**config.mk**
```make
export PLATFORM = sky130hd
export DESIGN_NAME = tmoc_timer
export DESIGN_NICKNAME = d
export VERILOG_FILES = /design/src/inc/tmoc_pkg.sv /design/src/hdl/tmoc_timer.sv
export VERILOG_INCLUDE_DIRS = /design/src /design/src/inc
export SDC_FILE = /design/constraint.sdc
export NUM_CORES = 1
export LEC_CHECK = 0
export BUFFER_PORTS_ARGS = -buffer_cell sky130_fd_sc_hd__buf_2
export CAP_MARGIN = 10
export CORE_ASPECT_RATIO = 0.6
export CORE_MARGIN = 8
export CORE_UTILIZATION = 40
export CTS_CLUSTER_SIZE = 14
export DETAILED_ROUTE_END_ITERATION = 12
export MAX_ROUTING_LAYER = met4
export PLACE_DENSITY = 0.6
export SLEW_MARGIN = 20
export SYNTH_ARGS = -nofsm -noshare
export SYNTH_HDL_FRONTEND = slang
export SYNTH_SLANG_ARGS = --single-unit
```
**constraint.sdc**
```tcl
create_clock -name pclk -period 3.2 [get_ports pclk]
set_input_delay 0 -clock pclk [delete_from_list [all_inputs] [get_ports pclk]]
set_output_delay 0 -clock pclk [all_outputs]
set_load 0.05 [all_outputs]
```
**src/inc/tmoc_regs.svh**
```systemverilog
// register offsets, field positions, reset values and codes of the timer compare block
// assumes inclusion by bare name from the design file and the testbench
`ifndef TMOC_REGS_SVH
`define TMOC_REGS_SVH
// byte offsets on the apb slave
`define TMOC_CTRL_OFS     12'h000
`define TMOC_CNT_OFS      12'h004
`define TMOC_CMP_OFS      12'h008
`define TMOC_FLAG_OFS     12'h00C
`define TMOC_IEN_OFS      12'h010
`define TMOC_FORCE_OFS    12'h014
`define TMOC_STAT_OFS     12'h018
// ctrl field positions
`define TMOC_CTRL_WGM_LSB 0
`define TMOC_CTRL_COM_LSB 2
`define TMOC_CTRL_CS_LSB  4
`define TMOC_CTRL_DDR_BIT 7
`define TMOC_CTRL_PORT_BIT 8
// flag bits (also interrupt enable bits)
`define TMOC_FLAG_OVF_BIT 0
`define TMOC_FLAG_CMP_BIT 1
// force strobe bit
`define TMOC_FORCE_BIT    0
// stat bits
`define TMOC_STAT_WAVE_BIT 0
`define TMOC_STAT_BLK_BIT  1
`define TMOC_STAT_DIR_BIT  2
// reset values
`define TMOC_CTRL_RST     9'h000
`define TMOC_CNT_RST      8'h00
`define TMOC_CMP_RST      8'h00
// counter extremes
`define TMOC_BOTTOM       8'h00
`define TMOC_MAX          8'hFF
// waveform mode codes
`define TMOC_WGM_NORMAL   2'h0
`define TMOC_WGM_PCPWM    2'h1
`define TMOC_WGM_CTC      2'h2
`define TMOC_WGM_FPWM     2'h3
// compare output action codes
`define TMOC_COM_NONE     2'h0
`define TMOC_COM_TOGGLE   2'h1
`define TMOC_COM_CLEAR    2'h2
`define TMOC_COM_SET      2'h3
`endif

```
**src/inc/tmoc_pkg.sv**
```systemverilog
// types shared by the timer compare block
// assumes tmoc_regs.svh on the include path
package tmoc_pkg;
  // apb request as one bundle
  typedef struct packed {
    logic        psel;
    logic        penable;
    logic        pwrite;
    logic [11:0] paddr;
    logic [31:0] pwdata;
  } tmoc_apb_req_type;

  // pin drive bundle
  typedef struct packed {
    logic out_val;
    logic out_en;
  } tmoc_pin_type;

  // counter direction for phase correct operation
  typedef enum logic {
    TMOC_UP,
    TMOC_DOWN
  } tmoc_dir_type;
endpackage : tmoc_pkg

```
**src/hdl/tmoc_timer.sv**
```systemverilog
// 8-bit timer/counter with output compare, compare match output and apb registers
// assumes an apb master on pclk and a timer clock enable pulse from a prescaler
`timescale 1ns/1ps
`include "tmoc_regs.svh"

module tmoc_timer
  import tmoc_pkg::*;
(
  // apb slave
  input  wire logic        pclk,
  input  wire logic        presetn,
  input  wire logic        psel,
  input  wire logic        penable,
  input  wire logic        pwrite,
  input  wire logic [11:0] paddr,
  input  wire logic [31:0] pwdata,
  output logic      [31:0] prdata,
  output logic             pready,
  output logic             pslverr,
  // timer clock enable from the prescaler, same clock domain
  input  wire logic        timer_tick,
  // interrupt service acknowledges
  input  wire logic        compare_irq_ack,
  input  wire logic        overflow_irq_ack,
  // interrupt requests
  output logic             compare_irq,
  output logic             overflow_irq,
  // output compare pin
  output logic             pin_out,
  output logic             pin_oe
);

  ////////////////////////////////////////////////////////////////////////////
  // register state
  tmoc_apb_req_type req;
  logic [1:0]   waveform_mode_select_reg;
  logic [1:0]   compare_output_action_reg;
  logic [2:0]   clock_select_field_reg;
  logic         output_pin_direction_reg;
  logic         port_value_reg;
  logic [7:0]   counter_value_reg;
  logic [7:0]   compare_value_reg;
  logic [7:0]   compare_buffer_reg;
  logic         compare_match_flag_reg;
  logic         overflow_flag_reg;
  logic [1:0]   irq_enable_reg;
  logic         waveform_output_state_reg;
  logic         block_reg;
  tmoc_dir_type dir_reg;

  logic         wr_en;
  logic         rd_en;
  logic         tick;
  logic         pwm_mode;
  logic         raw_match;
  logic         match;
  logic         cnt_wr;
  logic         force_wr;
  logic         at_top;
  logic         at_bottom;
  logic [7:0]   counter_value_next;
  logic         wave_next;

  // decode of an offset into a hit, used by read and write paths
  function automatic logic hit(input logic [11:0] addr, input logic [11:0] ofs);
    hit = (addr == ofs);
  endfunction : hit

  // pwm modes share the buffered compare value
  function automatic logic is_pwm(input logic [1:0] wgm);
    is_pwm = (wgm == `TMOC_WGM_PCPWM) || (wgm == `TMOC_WGM_FPWM);
  endfunction : is_pwm

  assign req      = '{psel, penable, pwrite, paddr, pwdata};
  assign wr_en    = req.psel && req.penable && req.pwrite;
  assign rd_en    = req.psel && !req.penable && !req.pwrite;
  assign pwm_mode = is_pwm(waveform_mode_select_reg);
  // no timer clock while the clock select field is zero
  assign tick     = timer_tick && (clock_select_field_reg != 3'h0);
  assign cnt_wr   = wr_en && hit(req.paddr, `TMOC_CNT_OFS);
  assign force_wr = wr_en && hit(req.paddr, `TMOC_FORCE_OFS) && req.pwdata[`TMOC_FORCE_BIT];

  ////////////////////////////////////////////////////////////////////////////
  // comparator, blocked for one timer clock after a counter write
  assign raw_match = (counter_value_reg == compare_value_reg);
  assign match     = raw_match && !block_reg;

  // top is an unblocked match in clear-on-match, max otherwise
  assign at_top    = (waveform_mode_select_reg == `TMOC_WGM_CTC) ? match
                   : (counter_value_reg == `TMOC_MAX);
  assign at_bottom = (counter_value_reg == `TMOC_BOTTOM);

  // block stays armed until a timer clock passes, even while stopped
  always_ff @(posedge pclk or negedge presetn) begin
    if (!presetn) begin
      block_reg <= 1'b0;
    end else if (cnt_wr) begin
      block_reg <= 1'b1;
    end else if (tick) begin
      block_reg <= 1'b0;
    end
  end

  ////////////////////////////////////////////////////////////////////////////
  // counting sequence depends on the waveform mode, and in clear-on-match also on the compare value
  always_comb begin
    counter_value_next = counter_value_reg;
    case (waveform_mode_select_reg)
      `TMOC_WGM_NORMAL: begin
        counter_value_next = counter_value_reg + 8'h01;
      end
      `TMOC_WGM_CTC: begin
        // a blocked match does not clear; below-count compare misses and wraps
        counter_value_next = at_top ? `TMOC_BOTTOM : counter_value_reg + 8'h01;
      end
      `TMOC_WGM_FPWM: begin
        counter_value_next = counter_value_reg + 8'h01;
      end
      `TMOC_WGM_PCPWM: begin
        counter_value_next = (dir_reg == TMOC_UP) ? counter_value_reg + 8'h01
                                                  : counter_value_reg - 8'h01;
      end
      default: begin
        counter_value_next = counter_value_reg;
      end
    endcase
  end

  // software write wins over counting
  always_ff @(posedge pclk or negedge presetn) begin
    if (!presetn) begin
      counter_value_reg <= `TMOC_CNT_RST;
    end else if (cnt_wr) begin
      counter_value_reg <= req.pwdata[7:0];
    end else if (tick) begin
      counter_value_reg <= counter_value_next;
    end
  end

  // direction for phase correct; turns at max and bottom
  always_ff @(posedge pclk or negedge presetn) begin
    if (!presetn) begin
      dir_reg <= TMOC_UP;
    end else if (waveform_mode_select_reg != `TMOC_WGM_PCPWM) begin
      dir_reg <= TMOC_UP;
    end else if (tick && !cnt_wr) begin
      if (counter_value_next == `TMOC_MAX) begin
        dir_reg <= TMOC_DOWN;
      end else if (counter_value_next == `TMOC_BOTTOM) begin
        dir_reg <= TMOC_UP;
      end
    end
  end

  ////////////////////////////////////////////////////////////////////////////
  // compare value: buffer copy in pwm modes, direct otherwise
  always_ff @(posedge pclk or negedge presetn) begin
    if (!presetn) begin
      compare_buffer_reg <= `TMOC_CMP_RST;
    end else if (wr_en && hit(req.paddr, `TMOC_CMP_OFS)) begin
      compare_buffer_reg <= req.pwdata[7:0];
    end
  end

  // active copy follows the buffer only at max when buffered
  always_ff @(posedge pclk or negedge presetn) begin
    if (!presetn) begin
      compare_value_reg <= `TMOC_CMP_RST;
    end else if (!pwm_mode) begin
      if (wr_en && hit(req.paddr, `TMOC_CMP_OFS)) begin
        compare_value_reg <= req.pwdata[7:0];
      end
    end else if (tick) begin
      // fast pwm loads at max, phase correct at max too (top of the slope)
      if (counter_value_reg == `TMOC_MAX) begin
        compare_value_reg <= compare_buffer_reg;
      end
    end
  end

  ////////////////////////////////////////////////////////////////////////////
  // flags: hardware set wins over any clear in the same cycle
  always_ff @(posedge pclk or negedge presetn) begin
    if (!presetn) begin
      compare_match_flag_reg <= 1'b0;
    end else if (tick && match) begin
      compare_match_flag_reg <= 1'b1;
    end else if (compare_irq_ack ||
                 (wr_en && hit(req.paddr, `TMOC_FLAG_OFS) && req.pwdata[`TMOC_FLAG_CMP_BIT])) begin
      compare_match_flag_reg <= 1'b0;
    end
  end

  // overflow: counter becoming zero from max (normal, ctc, fast) or at bottom (pc)
  always_ff @(posedge pclk or negedge presetn) begin
    if (!presetn) begin
      overflow_flag_reg <= 1'b0;
    end else if (tick && !cnt_wr && !at_bottom &&
                 counter_value_next == `TMOC_BOTTOM &&
                 (waveform_mode_select_reg == `TMOC_WGM_PCPWM ||
                  counter_value_reg == `TMOC_MAX)) begin
      overflow_flag_reg <= 1'b1;
    end else if (overflow_irq_ack ||
                 (wr_en && hit(req.paddr, `TMOC_FLAG_OFS) && req.pwdata[`TMOC_FLAG_OVF_BIT])) begin
      overflow_flag_reg <= 1'b0;
    end
  end

  ////////////////////////////////////////////////////////////////////////////
  // waveform output state; action read live, so a new setting applies at once
  always_comb begin
    wave_next = waveform_output_state_reg;
    if (!pwm_mode) begin
      if ((tick && match) || force_wr) begin
        case (compare_output_action_reg)
          `TMOC_COM_NONE:   wave_next = waveform_output_state_reg;
          `TMOC_COM_TOGGLE: wave_next = !waveform_output_state_reg;
          `TMOC_COM_CLEAR:  wave_next = 1'b0;
          `TMOC_COM_SET:    wave_next = 1'b1;
          default:          wave_next = waveform_output_state_reg;
        endcase
      end
    end else if (tick) begin
      case (compare_output_action_reg)
        `TMOC_COM_TOGGLE: begin
          if (match && waveform_mode_select_reg == `TMOC_WGM_FPWM) begin
            wave_next = !waveform_output_state_reg;
          end
        end
        `TMOC_COM_CLEAR, `TMOC_COM_SET: begin
          // non-inverted clears on match (up), sets at bottom (fast) or match (down)
          if (match) begin
            wave_next = (waveform_mode_select_reg == `TMOC_WGM_PCPWM && dir_reg == TMOC_DOWN)
                      ^ compare_output_action_reg[0];
          end else if (waveform_mode_select_reg == `TMOC_WGM_FPWM &&
                       counter_value_reg == `TMOC_MAX) begin
            wave_next = !compare_output_action_reg[0];
          end
        end
        default: begin
          wave_next = waveform_output_state_reg;
        end
      endcase
    end
  end

  // never reset by a mode change, only by presetn
  always_ff @(posedge pclk or negedge presetn) begin
    if (!presetn) begin
      waveform_output_state_reg <= 1'b0;
    end else begin
      waveform_output_state_reg <= wave_next;
    end
  end

  ////////////////////////////////////////////////////////////////////////////
  // control register
  always_ff @(posedge pclk or negedge presetn) begin
    if (!presetn) begin
      waveform_mode_select_reg  <= 2'h0;
      compare_output_action_reg <= `TMOC_COM_NONE;
      clock_select_field_reg    <= 3'h0;
      output_pin_direction_reg  <= 1'b0;
      port_value_reg            <= 1'b0;
    end else if (wr_en && hit(req.paddr, `TMOC_CTRL_OFS)) begin
      waveform_mode_select_reg  <= req.pwdata[`TMOC_CTRL_WGM_LSB +: 2];
      compare_output_action_reg <= req.pwdata[`TMOC_CTRL_COM_LSB +: 2];
      clock_select_field_reg    <= req.pwdata[`TMOC_CTRL_CS_LSB +: 3];
      output_pin_direction_reg  <= req.pwdata[`TMOC_CTRL_DDR_BIT];
      port_value_reg            <= req.pwdata[`TMOC_CTRL_PORT_BIT];
    end
  end

  // interrupt enables
  always_ff @(posedge pclk or negedge presetn) begin
    if (!presetn) begin
      irq_enable_reg <= 2'h0;
    end else if (wr_en && hit(req.paddr, `TMOC_IEN_OFS)) begin
      irq_enable_reg <= req.pwdata[1:0];
    end
  end

  ////////////////////////////////////////////////////////////////////////////
  // outputs from flip-flops: one cycle behind the flags and waveform state
  always_ff @(posedge pclk or negedge presetn) begin
    if (!presetn) begin
      compare_irq  <= 1'b0;
      overflow_irq <= 1'b0;
      pin_out      <= 1'b0;
      pin_oe       <= 1'b0;
    end else begin
      compare_irq  <= compare_match_flag_reg && irq_enable_reg[`TMOC_FLAG_CMP_BIT];
      overflow_irq <= overflow_flag_reg && irq_enable_reg[`TMOC_FLAG_OVF_BIT];
      // override only the value; direction always from the direction bit
      pin_out      <= (compare_output_action_reg != `TMOC_COM_NONE)
                    ? waveform_output_state_reg : port_value_reg;
      pin_oe       <= output_pin_direction_reg;
    end
  end

  ////////////////////////////////////////////////////////////////////////////
  // apb read data, captured in setup so access phase answers with no wait
  always_ff @(posedge pclk or negedge presetn) begin
    if (!presetn) begin
      prdata  <= 32'h0000_0000;
      pslverr <= 1'b0;
      pready  <= 1'b0;
    end else begin
      pready  <= req.psel && !req.penable;
      pslverr <= 1'b0;
      if (req.psel && !req.penable) begin
        pslverr <= !(hit(req.paddr, `TMOC_CTRL_OFS) || hit(req.paddr, `TMOC_CNT_OFS) ||
                     hit(req.paddr, `TMOC_CMP_OFS) || hit(req.paddr, `TMOC_FLAG_OFS) ||
                     hit(req.paddr, `TMOC_IEN_OFS) || hit(req.paddr, `TMOC_FORCE_OFS) ||
                     hit(req.paddr, `TMOC_STAT_OFS));
      end
      if (rd_en) begin
        prdata <= 32'h0000_0000;
        case (req.paddr)
          `TMOC_CTRL_OFS: prdata[8:0] <= {port_value_reg, output_pin_direction_reg,
                                          clock_select_field_reg, compare_output_action_reg,
                                          waveform_mode_select_reg};
          `TMOC_CNT_OFS:  prdata[7:0] <= counter_value_reg;
          `TMOC_CMP_OFS:  prdata[7:0] <= pwm_mode ? compare_buffer_reg
                                                  : compare_value_reg;
          `TMOC_FLAG_OFS: prdata[1:0] <= {compare_match_flag_reg, overflow_flag_reg};
          `TMOC_IEN_OFS:  prdata[1:0] <= irq_enable_reg;
          `TMOC_STAT_OFS: prdata[2:0] <= {dir_reg == TMOC_DOWN, block_reg,
                                          waveform_output_state_reg};
          default:        prdata <= 32'h0000_0000;
        endcase
      end
    end
  end

endmodule : tmoc_timer

```
# After elaboration in Yosys (flattened, before gate mapping)
# Index checks and enable logic that the tools add are counted.
[word_totals]
elab_cells = 144
out_inout_bits = 38
input_bits = 52
regBits = 55
[classes]
bitwise_logic = 1
muxes = 35
n_reduce_logical = 63
eq_ne = 22
add_sub_neg = 2
[op_table]
columns = ["operator", "n"]
rows = [
  ["$mux 8", 9],
  ["$eq 12x5->1 const B", 3],
  ["$logic_and 1x1->1", 25],
  ["$eq 12x4->1 const B", 2],
  ["$pmux 8 s3", 1],
  ["$mux 1", 20],
  ["$eq 8x8->1 const B", 2],
  ["$logic_not 8->1", 2],
  ["$pmux 5 s3", 1],
  ["$reduce_bool 2->1", 7],
  ["$eq 12x3->1 const B", 1],
  ["$logic_not 12->1", 1],
  ["$pmux 2 s6", 1],
  ["$logic_or 1x1->1", 11],
  ["$add 8x1->8 const B", 1],
  ["$eq 2x2->1 const B", 4],
  ["$eq 8x8->1", 1],
  ["$logic_not 1->1", 8],
  ["$sub 8x1->8 const B", 1],
  ["$reduce_and 6->1", 1],
  ["$reduce_bool 3->1", 2],
  ["$eq 2x1->1 const B", 2],
  ["$logic_not 2->1", 2],
  ["$ne 2x1->1 const B", 2],
  ["11 further kinds", 13],
]

# Depth between registers and ports, before layout
# Gate-level depths: netlist of the first run.
[depth]
depth_word = 10
mapped_depth = 10
ltp_nobuf = 9

# Worst setup path after synthesis of the first run
# OpenSTA, ideal clock, no wires.
[synth_path]
kind = "reg2reg"
start = "register waveform_mode_select_reg[1]"
end = "register dir_reg"
stages_incl_launch_ff = 11
synth_period_minus_slack_ns = 2.293
slack_ns = 0.907
required_ns = 3.117
path_buffers = 1
t_arrival_ns = 2.211
setup_time_ns = 0.083
path_cell_list = "dfrtp_1 > inv_1 > ha_1 > clkbuf_1 > and2_0 > nand3b_1 > a21oi_1 > a211oi_1 > o22ai_1 > or4b_2 > o22ai_1"
[synth_via]
elab_chain_cells = 8
elab_cells_between_ends = 17
cone_classes = "eq/ne (5); mux (6); reduce/logical (6)"
[synth_rtl]
columns = ["element", "line", "source"]
rows = [
  ["start: declaration", "tmoc_timer.sv:36", "logic [1:0] waveform_mode_select_reg;"],
  ["start signal: assignment", "tmoc_timer.sv:266", "waveform_mode_select_reg <= req.pwdata[`TMOC_CTRL_WGM_LSB +: 2];"],
  ["$eq 2x2->1", "tmoc_timer.sv:108", "case (waveform_mode_select_reg)"],
  ["$mux 1", "tmoc_timer.sv:89", "assign at_top = (waveform_mode_select_reg == `TMOC_WGM_CTC) ? match"],
  ["$mux 8", "tmoc_timer.sv:114", "counter_value_next = at_top ? `TMOC_BOTTOM : counter_value_reg + 8'h01;"],
  ["$pmux 8 s3", "tmoc_timer.sv:108", ""],
  ["$eq 8x8->1 (no line)", "n/a", ""],
  ["$mux 1", "tmoc_timer.sv:147", "if (counter_value_next == `TMOC_MAX) begin"],
  ["$mux 1", "tmoc_timer.sv:146", "end else if (tick && !cnt_wr) begin"],
  ["$mux 1", "tmoc_timer.sv:144", "end else if (waveform_mode_select_reg != `TMOC_WGM_PCPWM) begin"],
  ["end signal: assignment", "tmoc_timer.sv:143", "dir_reg <= TMOC_UP;"],
  ["end signal: assignment", "tmoc_timer.sv:145", "dir_reg <= TMOC_UP;"],
  ["end signal: assignment", "tmoc_timer.sv:148", "dir_reg <= TMOC_DOWN;"],
  ["end: declaration", "tmoc_timer.sv:49", "tmoc_dir_type dir_reg;"],
]
# Several ways; a longest one is shown, not always the timed one. The select of a mux whose other input is x is not followed.
# A chain may end at the register's enable or synchronous reset.

# Final worst setup path of the first run
# Ends and elaborated chain as after synthesis.

==> results of run 1 <==
## power by group
part | leakage (nW) | switching (mW) | total, mW | internal, mW
Clock | 0.0838 | 0.262 | 0.632 | 0.370
Combinational | 1.18 | 0.154 | 0.213 | 0.0590
Sequential | 0.750 | 0.00930 | 0.709 | 0.699
## metrics by stage
step           std cells  total power, mW  worst slack, ps  hold slack, ps  instance area, µm²
3_3_place_gp         545            0.921              491             189                3860
4_1_cts              562             1.56              443            11.7                4120
6_report             562             1.55              317            7.07                4120
3_5_place_dp         545            0.924              488             194                3860
5_1_grt              562             1.61              197            31.2                4120
2_1_floorplan        422            0.879              907            -296                3720
## placed cells by master, fill, tap and decap left out, types with 8 or more instances in the layout
cell,count
nand3_1,9
nand2_1,50
a221oi_1,8
mux2i_1,8
mux2_2,17
dfrtp_1,55
a21oi_1,19
nor2_1,26
xor2_1,13
buf_2,43
buf_4,11
conb_1,23
a21o_1,13
o22ai_1,8
o21ai_0,23
nand4_1,8
inv_1,9
dlygate4sd3_1,9
## routing by layer
metal	vias to the layer above	GRT usage [%]	part of all wire [%]
li1	1484	-	-
met1	1551	24.2	50
met4	0	3.81	1.0
met2	139	22.4	40
met3	12	4.64	8.9
met5	-	-	0
## critical path, cell delays in order, from the launching register on
cell and delay [ps]:
dfrtp_1 410, inv_1 70, ha_1 300, nor2b_1 190
nor2_1 470, nand2_1 120, a32oi_1 510, nand4_1 210
and4bb_1 380, o22ai_1 90
## layout make-up
| type | count | area (µm²) |
|---|---|---|
| flip-flops and latches | 55 | 1380 |
| multi-input cells | 311 | 2010 |
| fillers | 893 | 4870 |
| inverters | 9 | 33.8 |
| clock buffers | 5 | 125 |
| well taps | 116 | 145 |
| repair buffers | 63 | 388 |
| clock inverters | 3 | 43.8 |
## cell families after synthesis
kind of cell | Yosys count | synth area share [%]
AO/OA/AOI/OAI | 102 | 18.5
XOR/XNOR | 19 | 4.58
flip-flops | 55 | 37.9
adder cells (fa/ha/maj) | 6 | 2.06
buffers and inverters | 56 | 9.19
other | 1 | 0.103
AND/OR/NAND/NOR | 136 | 20.2
multiplexers | 25 | 7.47
## worst max path at each step
stage,end,slack [ps]
floorplan,dir_reg,910
global placement,dir_reg,490
detailed placement,dir_reg,490
CTS,dir_reg,440
global route,dir_reg,200
finish,dir_reg,320
==> metrics, run 1 <==
Post-synth EDFFs 0; Antenna Nets Post-Route 0; Reg-to-Reg Start waveform_mode_select_reg[1]; die area 12500 µm²; DRC viols 0; RSZ-0062 raised after global routing no; WS Path Type flip-flop to flip-flop; Pwr Density approximately 380 nW/µm²; Core Area 8990 µm²; Initial Util about two fifths; Root Buffer clkbuf_16; first-pass GRT wire length 16.5 mm; worst ir drop on vdd ~0.22 mV; Final Setup Violations 0; Clock Latency Late Sink 300 ps; Top FF cell, synth dfrtp_1; Num CTS Buffers 5; drt pass-1 iters 5; synth warn 0; Syn Area/Cell between 9 and 10 µm²; fmax around 350 MHz; Synth top area share between 30% and 40%; CTS tree yes; ANT cells 0; pin slew with the least headroom to its limit roughly 930 ps; area leader, netlist dfrtp_1; IO Port Bufs 43; largest net degree at the start of global routing between 40 and 50; critical path launch point type flip-flop; FF-to-FF path depth 9; max FFs per register 9; FF+latch count, synth 55; Die H between 80 and 90 µm; via count around 3200; CP arrival roughly 3000 ps; clock-pin slew on the worst setup and hold paths ~70 ps; Largest Register prdata; register area share after synthesis 37.9%; flop2flop setup slack between 300 and 400 ps; Yosys cell types 60; GP Congestion between 0.9 and 1; number of nets in the layout 503; total of max-cap violations 0; Post-Syn Area ~3600 µm²; synth-to-layout area growth 13.3%; Hold Path Sink counter_value_reg[3]; hold_buf cts 9; Final Skew 7.00 ps; total grt overflow 0; worst hold path cell count 3; worst min path class input pin to flip-flop; # resized after CTS 0; final core occ approximately 46%; vias per cell ~5.7; LEAKAGE approximately 2 nW; I/O pins 90; top post-synthesis cells by area dfrtp_1 38%, mux2_2 5.3%, nand2_1 5.2%; Crit. Startpoint waveform_mode_select_reg[1]; Setup crit end kind flip-flop; share of layout cells above drive strength 1 19.7%; row cnt 27; final hold vios 0; initial antenna violation count 0; slew margin rel. a little under two fifths; ys async rst share between 90% and 100%; setup tns final 0 ps; most instantiated cells after synthesis 55 x dfrtp_1, 50 x nand2_1, 26 x nor2_1; crit share post-route 90.1%; top-count cell post-synth dfrtp_1; final slew viol count 0; GRT Total Usage between 15 and 20%; H-tree levels 2; # clock sinks 55; worst-case clock buffer depth 2; Detailed Route Iter0 Violations 194; chip width between 100 and 150 µm; Post CTS Setup Buffer Count 0; Worst Min Path Start pwdata[3]; HPWL Detailed around 7.7 mm; status finished, final reports clean; Post-Synthesis Cells 400; fin crit period around 2900 ps; vias in the first global route 2994; routed len/inst around 18 µm; final WL approximately 10 mm; Critical Path Fanout Max 11; WP data required between 3000 and 4000 ps; Reg-to-Reg End dir_reg
No activity file was read; power rests on OpenSTA's default activity.
==> run 2, diff against run 1 <==
CORE_UTILIZATION = 54   (was 40)
PLACE_DENSITY = 0.78   (was 0.6)
==> run 2 against run 1 <==
  * Register-to-register slack about the same
  * Non-clock buffer count is 2 higher
  * Worst hold slack better by 0.69 ps
  * Die area down 22%
  * Setup slack better by 2.3 ps
  * Count of clock-buffer cells in the layout unchanged
  * Critical endpoint unchanged
==> metrics, run 2 (same netlist as run 1, synthesis figures left out) <==
Die H 79.6 µm (-11%); Internal Power 0.913 mW (-19%); Critical Path Fanout Max 11 (unchanged); pin slew with the least headroom to its limit 822 ps (-112 ps); chip width 122 µm (-12%); I/O pins 90 (unchanged); slew margin rel. 45.2% (+7.5 points); vias in the first global route 2934 (-2.0%); final WL 9.78 mm (-5.4%); Final Skew 9.35 ps (+2.35 ps); combinational share of power 16.0% (+2.3 points); first-pass GRT wire length 15.7 mm (-5.0%); GP Congestion 0.923 (+1.8%); Core Area 6590 µm² (-27%); H-tree levels 2 (unchanged); initial antenna violation count 0 (unchanged); routed len/inst 18.3 µm (-0.65%); slowest cell delay on critical path 500 ps (about the same); Pwr Density 326 nW/µm² (-14%); minimum hold slack 7.76 ps (+0.690 ps); # resized after CTS 0 (unchanged); Detailed Route Iter0 Violations 282 (+45%); CP delay by family, top simple AND/OR/NAND/NOR gates; GRT Total Usage 21.0% (+4.3 points); clock-pin slew on the worst setup and hold paths 100 ps (+30 ps); share of layout cells above drive strength 1 19.4% (-0.31 points); via count 3150 (-1.1%); total of max-cap violations 0 (unchanged); Largest Register prdata; final slew viol count 0 (unchanged); post-route insts no fill 535 (-4.8%); Initial Util 55.2% (+15 points); largest net degree at the start of global routing 37 (-14%); fin crit period 2880 ps (-2.28 ps); design area 4030 µm² (-2.3%); LEAKAGE 1.98 nW (-1.8%); drt pass-1 iters 5 (unchanged); CTS tree yes; WP data required 3400 ps (+30 ps); vias per cell 5.89 (+3.9%); ANT cells 0 (unchanged); crit share post-route 90.0% (about the same); status finished, final reports clean; Total Power 1.31 mW (-15%); Reg power frac 54.1% (+8.5 points); Final Setup Violations 0 (unchanged); Setup crit end kind flip-flop; Num CTS Buffers 5 (unchanged); final hold vios 0 (unchanged); # clock sinks 55 (unchanged); fmax 347 MHz (about the same); sw frac 30.5% (+3.1 points); HPWL Detailed 7.30 mm (-5.5%); Sw Pwr 0.400 mW (-5.9%); Antenna Nets Post-Route 0 (unchanged); setup tns final 0 ps (unchanged); synth-to-layout area growth 10.7%; Clk network pwr share 29.9% (-11 points); die area 9700 µm² (-22%); WS Path Type flip-flop to flip-flop; total grt overflow 0 (unchanged); worst-case clock buffer depth 2 (unchanged); IO Port Bufs 43 (unchanged); worst min path class input pin to flip-flop; max FFs per register 9 (unchanged); DRC viols 0 (unchanged); Root Buffer clkbuf_8; commonest non-fill, non-tap cell in the layout dfrtp_1; crit-path cells inv_1 -> ha_1 -> nor2b_1 -> nor2_1 -> nand2_1 -> a32oi_1 -> nand4_1 -> and4bb_1 -> o22ai_1; Clock Latency Late Sink 320 ps (+20 ps); RSZ-0062 raised after global routing no; CP arrival 3080 ps (+20 ps); Slowest-stage cell, CP nor2_1; number of nets in the layout 505 (+0.40%); commonest non-fill, non-tap cells in the layout 55 x dfrtp_1, 50 x nand2_1, 43 x buf_2; critical path launch point type flip-flop; Cells after DPL 515 (-5.5%); CP Buf/Inv Count 1 (unchanged); dpl cell area 3820 µm² (-1.1%); row cnt 23 (-15%); worst ir drop on vdd 0.246 mV (+9.7%)
[run 2: changes by cell type in the layout (fill, tap and decap cells not counted)]
cell           change
buf_4              -1
bufinv_16          -1
clkbuf_16          -5
clkbuf_8           +5
clkinv_4           -1
clkinvlp_4         +2
dlygate4sd3_1      +3
[run 2: metrics by stage]
| stage | utilization (%) | worst slack, ps |
|---|---|---|
| after floorplan | - | 907 |
| after global placement | 57.9 | 531 |
| after detailed placement | 57.9 | 503 |
| after CTS | 61.1 | 473 |
| after global routing | 61.1 | 157 |
| final | 61.1 | 319 |
[run 2: final cells by class]
cell class	instances	area (µm²)
inverters	9	33.8
repair buffers	65	410
well taps	87	109
clock buffers	5	68.8
clock inverters	3	20.0
fillers	568	2560
multi-input cells	311	2010
flip-flops and latches	55	1380
[run 2: what timing repair did]
item,4_1_cts,5_1_grt
endpoints found under the hold margin,56,0
setup buffers,0,0
hold buffers,12,0
[run 2: path summary, 6_finish.rpt]
path                                             start              endpoint  slack (ps)  cells past startpoint
max                        waveform_mode_select_reg[1]               dir_reg         320                      9
min                                   overflow_irq_ack     overflow_flag_reg           8                      3
max reg2reg                waveform_mode_select_reg[1]               dir_reg         320                      9
min reg2reg                   output_pin_direction_reg                pin_oe         420                      0
max in group asynchronous                      presetn  compare_value_reg[5]        2100                      3
min in group asynchronous                      presetn             prdata[0]         300                      2
[run 2: power groups by stage]
stage	Combinational (mW)	Sequential [mW]	Clock, mW
4_1_cts	0.207	0.710	0.406
6_report	0.210	0.710	0.393
2_1_floorplan	0.159	0.720	0
3_3_place_gp	0.193	0.724	0
5_1_grt	0.225	0.712	0.430
3_5_place_dp	0.195	0.724	0
[run 2: worst reg2reg max path, stage by stage (launching register included)]
cell and delay [ps]:
dfrtp_1 420, inv_1 70, ha_1 300, nor2b_1 190, nor2_1 500, nand2_1 120, a32oi_1 440, nand4_1 210
and4bb_1 410, o22ai_1 100
[run 2: metal layers]
metal	track usage, %	wire length, µm
met1	29.1	4570
met2	29.7	4260
met3	6.29	870
met4	4.16	74
met5	-	0
==> run 3, diff against run 2 <==
ABC_AREA = 1   (was not set)
CORE_ASPECT_RATIO = 1.75   (was 0.6)
==> run 3 against run 2 <==
  * Power grew 23%
  * Clock power grew 53%
  * Fmax grew 17%
  * Critical path type unchanged
  * Highest routed layer unchanged
==> metrics, run 3 <==
worst min path class input pin to flip-flop; ys async rst share 100% (unchanged); commonest non-fill, non-tap cells in the layout 132 x nand2_1, 70 x inv_1, 55 x dfrtp_1; footprint of the multi-input gates 1810 µm² (-9.9%); Clock Latency Late Sink 300 ps (-20 ps); CP delay by family, top simple AND/OR/NAND/NOR gates; dpl cell area 3780 µm² (-0.85%); via count 3541 (+12%); commonest non-fill, non-tap cell in the layout nand2_1; post-route insts no fill 633 (+18%); WS Path Type flip-flop to flip-flop; synth-to-layout area growth 11.6%; design area 4010 µm² (-0.47%); initial antenna violation count 0 (unchanged); filler cell count 624 (+9.9%); IO Port Bufs 43 (unchanged); FF+latch count, synth 55 (unchanged); I/O pins 90 (unchanged); Detailed Route Iter0 Violations 236 (-16%); vias per cell 5.59 (-5.0%); Reg-to-Reg Start waveform_mode_select_reg[1]; HPWL Detailed 8.06 mm (+10%); synth warn 0 (unchanged); hold_buf cts 6 (-6); area leader, netlist dfrtp_1; Top FF cell, synth dfrtp_1; first-pass GRT wire length 17.1 mm (+9.3%); Crit. Startpoint waveform_mode_select_reg[1]; clock-pin slew on the worst setup and hold paths 70 ps (-30 ps); Reg area 1380 µm² (unchanged); worst-case clock buffer depth 2 (unchanged); critical path launch point type flip-flop; # resized after CTS 0 (unchanged); Setup crit end kind flip-flop; CTS tree yes; GRT Total Usage 23.1% (+2.1 points); status finished, final reports clean; Post-Syn Area 3590 µm² (-1.3%); total grt overflow 0 (unchanged); grt met3 use 3.40% (-2.9 points); drt pass-1 iters 5 (unchanged); pin slew with the least headroom to its limit 904 ps (+81.8 ps); met2 usage 38.4% (+8.7 points); Yosys cell types 38 (-37%); Initial Util 55.3% (+0.14 points); WP data required 3370 ps (-30 ps); GP Congestion 0.998 (+8.1%); row cnt 39 (+70%); CP Buf/Inv Count 3 (+2); final hold vios 0 (unchanged); routed len/inst 16.5 µm (-9.7%); Syn Area/Cell 7.12 µm² (-22%); register area share after synthesis 38.3% (+0.49 points); CP most frequent cell inv_1; setup tns final 0 ps (unchanged); Post-synth EDFFs 0 (unchanged); Slowest-stage cell, CP inv_1; Post CTS Setup Buffer Count 0 (unchanged); top-count cell post-synth nand2_1; vias in the first global route 3456 (+18%); number of nets in the layout 609 (+21%); DRC viols 0 (unchanged); Pwr Density 405 nW/µm² (+24%); final WL 10.5 mm (+6.9%); die area 9610 µm² (-0.89%); Final Skew 6.65 ps (-2.70 ps); slowest cell delay on critical path 410 ps (-90 ps); # clock sinks 55 (unchanged); slew margin rel. 39.7% (-5.5 points); Core Area 6490 µm² (-1.5%); Worst Min Path Start pwdata[1]; Die H 124 µm (+56%); crit share post-route 77.0% (-13 points); fin crit period 2460 ps (-419 ps); fmax 406 MHz (+17%); Synth top area share 38.3% (+0.49 points); minimum hold slack 37.3 ps (+29.5 ps); total of max-cap violations 0 (unchanged); Critical Path Fanout Max 24 (+13); final core occ 61.8% (+0.65 points); RSZ-0062 raised after global routing no; LEAKAGE 2.11 nW (+6.6%); crit-path cells inv_1 -> ha_1 -> nor2_2 -> inv_1 -> nand2_1 -> inv_1 -> a21oi_1 -> o22ai_1 -> nor3_1 -> o21ai_0; CP arrival 2630 ps (-450 ps); share of layout cells above drive strength 1 11.4% (-8.0 points); Cells after DPL 620 (+20%); Most Crowded Layer GR met2; largest net degree at the start of global routing 41 (+11%); met1 Use GR 24.1% (-5.0 points); ANT cells 0 (unchanged); Largest Register prdata; Antenna Nets Post-Route 0 (unchanged); most instantiated cells after synthesis 132 x nand2_1, 70 x inv_1, 55 x dfrtp_1; max FFs per register 9 (unchanged); Root Buffer clkbuf_16; Final Setup Violations 0 (unchanged); H-tree levels 2 (unchanged); worst ir drop on vdd 0.402 mV (+63%); top post-synthesis cells by area dfrtp_1 38%, nand2_1 14%, inv_1 7.3%; Num CTS Buffers 5 (unchanged); final slew viol count 0 (unchanged); chip width 77.6 µm (-36%); Post-Synthesis Cells 504 (+26%)
run 3: changes by cell type after synthesis, moves of 10 or more:
| cell | delta |
|---|---|
| a21oi_1 | -10 |
| mux2_2 | -17 |
| xor2_1 | -12 |
| inv_1 | +61 |
| a21o_1 | -13 |
| buf_2 | -10 |
| nand3_1 | +38 |
| o21ai_0 | +25 |
| nand2_1 | +82 |
| nor2_1 | +10 |
run 3: per-stage QoR:
step / power [mW] / worst slack, ps
3_3_place_gp: 1.02 / 789
4_1_cts: 1.63 / 759
2_1_floorplan: 0.958 / 1320
6_report: 1.62 / 737
3_5_place_dp: 1.02 / 747
5_1_grt: 1.69 / 545
run 3: final timing paths:
check / depth (start not counted) / slack [ps] / to
min in group asynchronous: 2 / 370 / compare_buffer_reg[7]
worst max-delay path: 10 / 740 / prdata[1]
max in group asynchronous: 3 / 2070 / prdata[3]
worst max register to register: 10 / 740 / prdata[1]
worst min register to register: 0 / 420 / pin_oe
worst min-delay path: 3 / 40 / compare_value_reg[1]
run 3: power by group:
| group | total [mW] | switching (mW) | leakage, nW | internal [mW] |
|---|---|---|---|---|
| Sequential | 0.717 | 0.0110 | 0.675 | 0.706 |
| Combinational | 0.305 | 0.226 | 1.36 | 0.0783 |
| Clock | 0.600 | 0.235 | 0.0759 | 0.365 |
run 3: tightest hold or removal path: stages:
cell and delay (ps):
buf_2 110, a21oi_1 60, a21oi_1 120
run 3: cells by family after synthesis:
kind of cell	after synthesis	share of synthesized area, %
AO/OA/AOI/OAI	97	16.7
adder cells (fa/ha/maj)	6	2.09
AND/OR/NAND/NOR	239	28.8
buffers and inverters	104	13.6
other	1	0.104
flip-flops	55	38.3
XOR/XNOR	2	0.488
run 3: cell type report:
cell class | instances | share of cell area, %
multi-input cells | 367 | 45.1
flip-flops and latches | 55 | 34.3
repair buffers | 51 | 7.24
inverters | 71 | 6.65
clock buffers | 5 | 3.12
well taps | 82 | 2.56
clock inverters | 2 | 0.937
run 3: routing by layer:
metal,wire length (µm),part of all wire (%)
met5,0,0
met4,810,7.7
met3,609,5.8
met2,5260,50
met1,3770,36
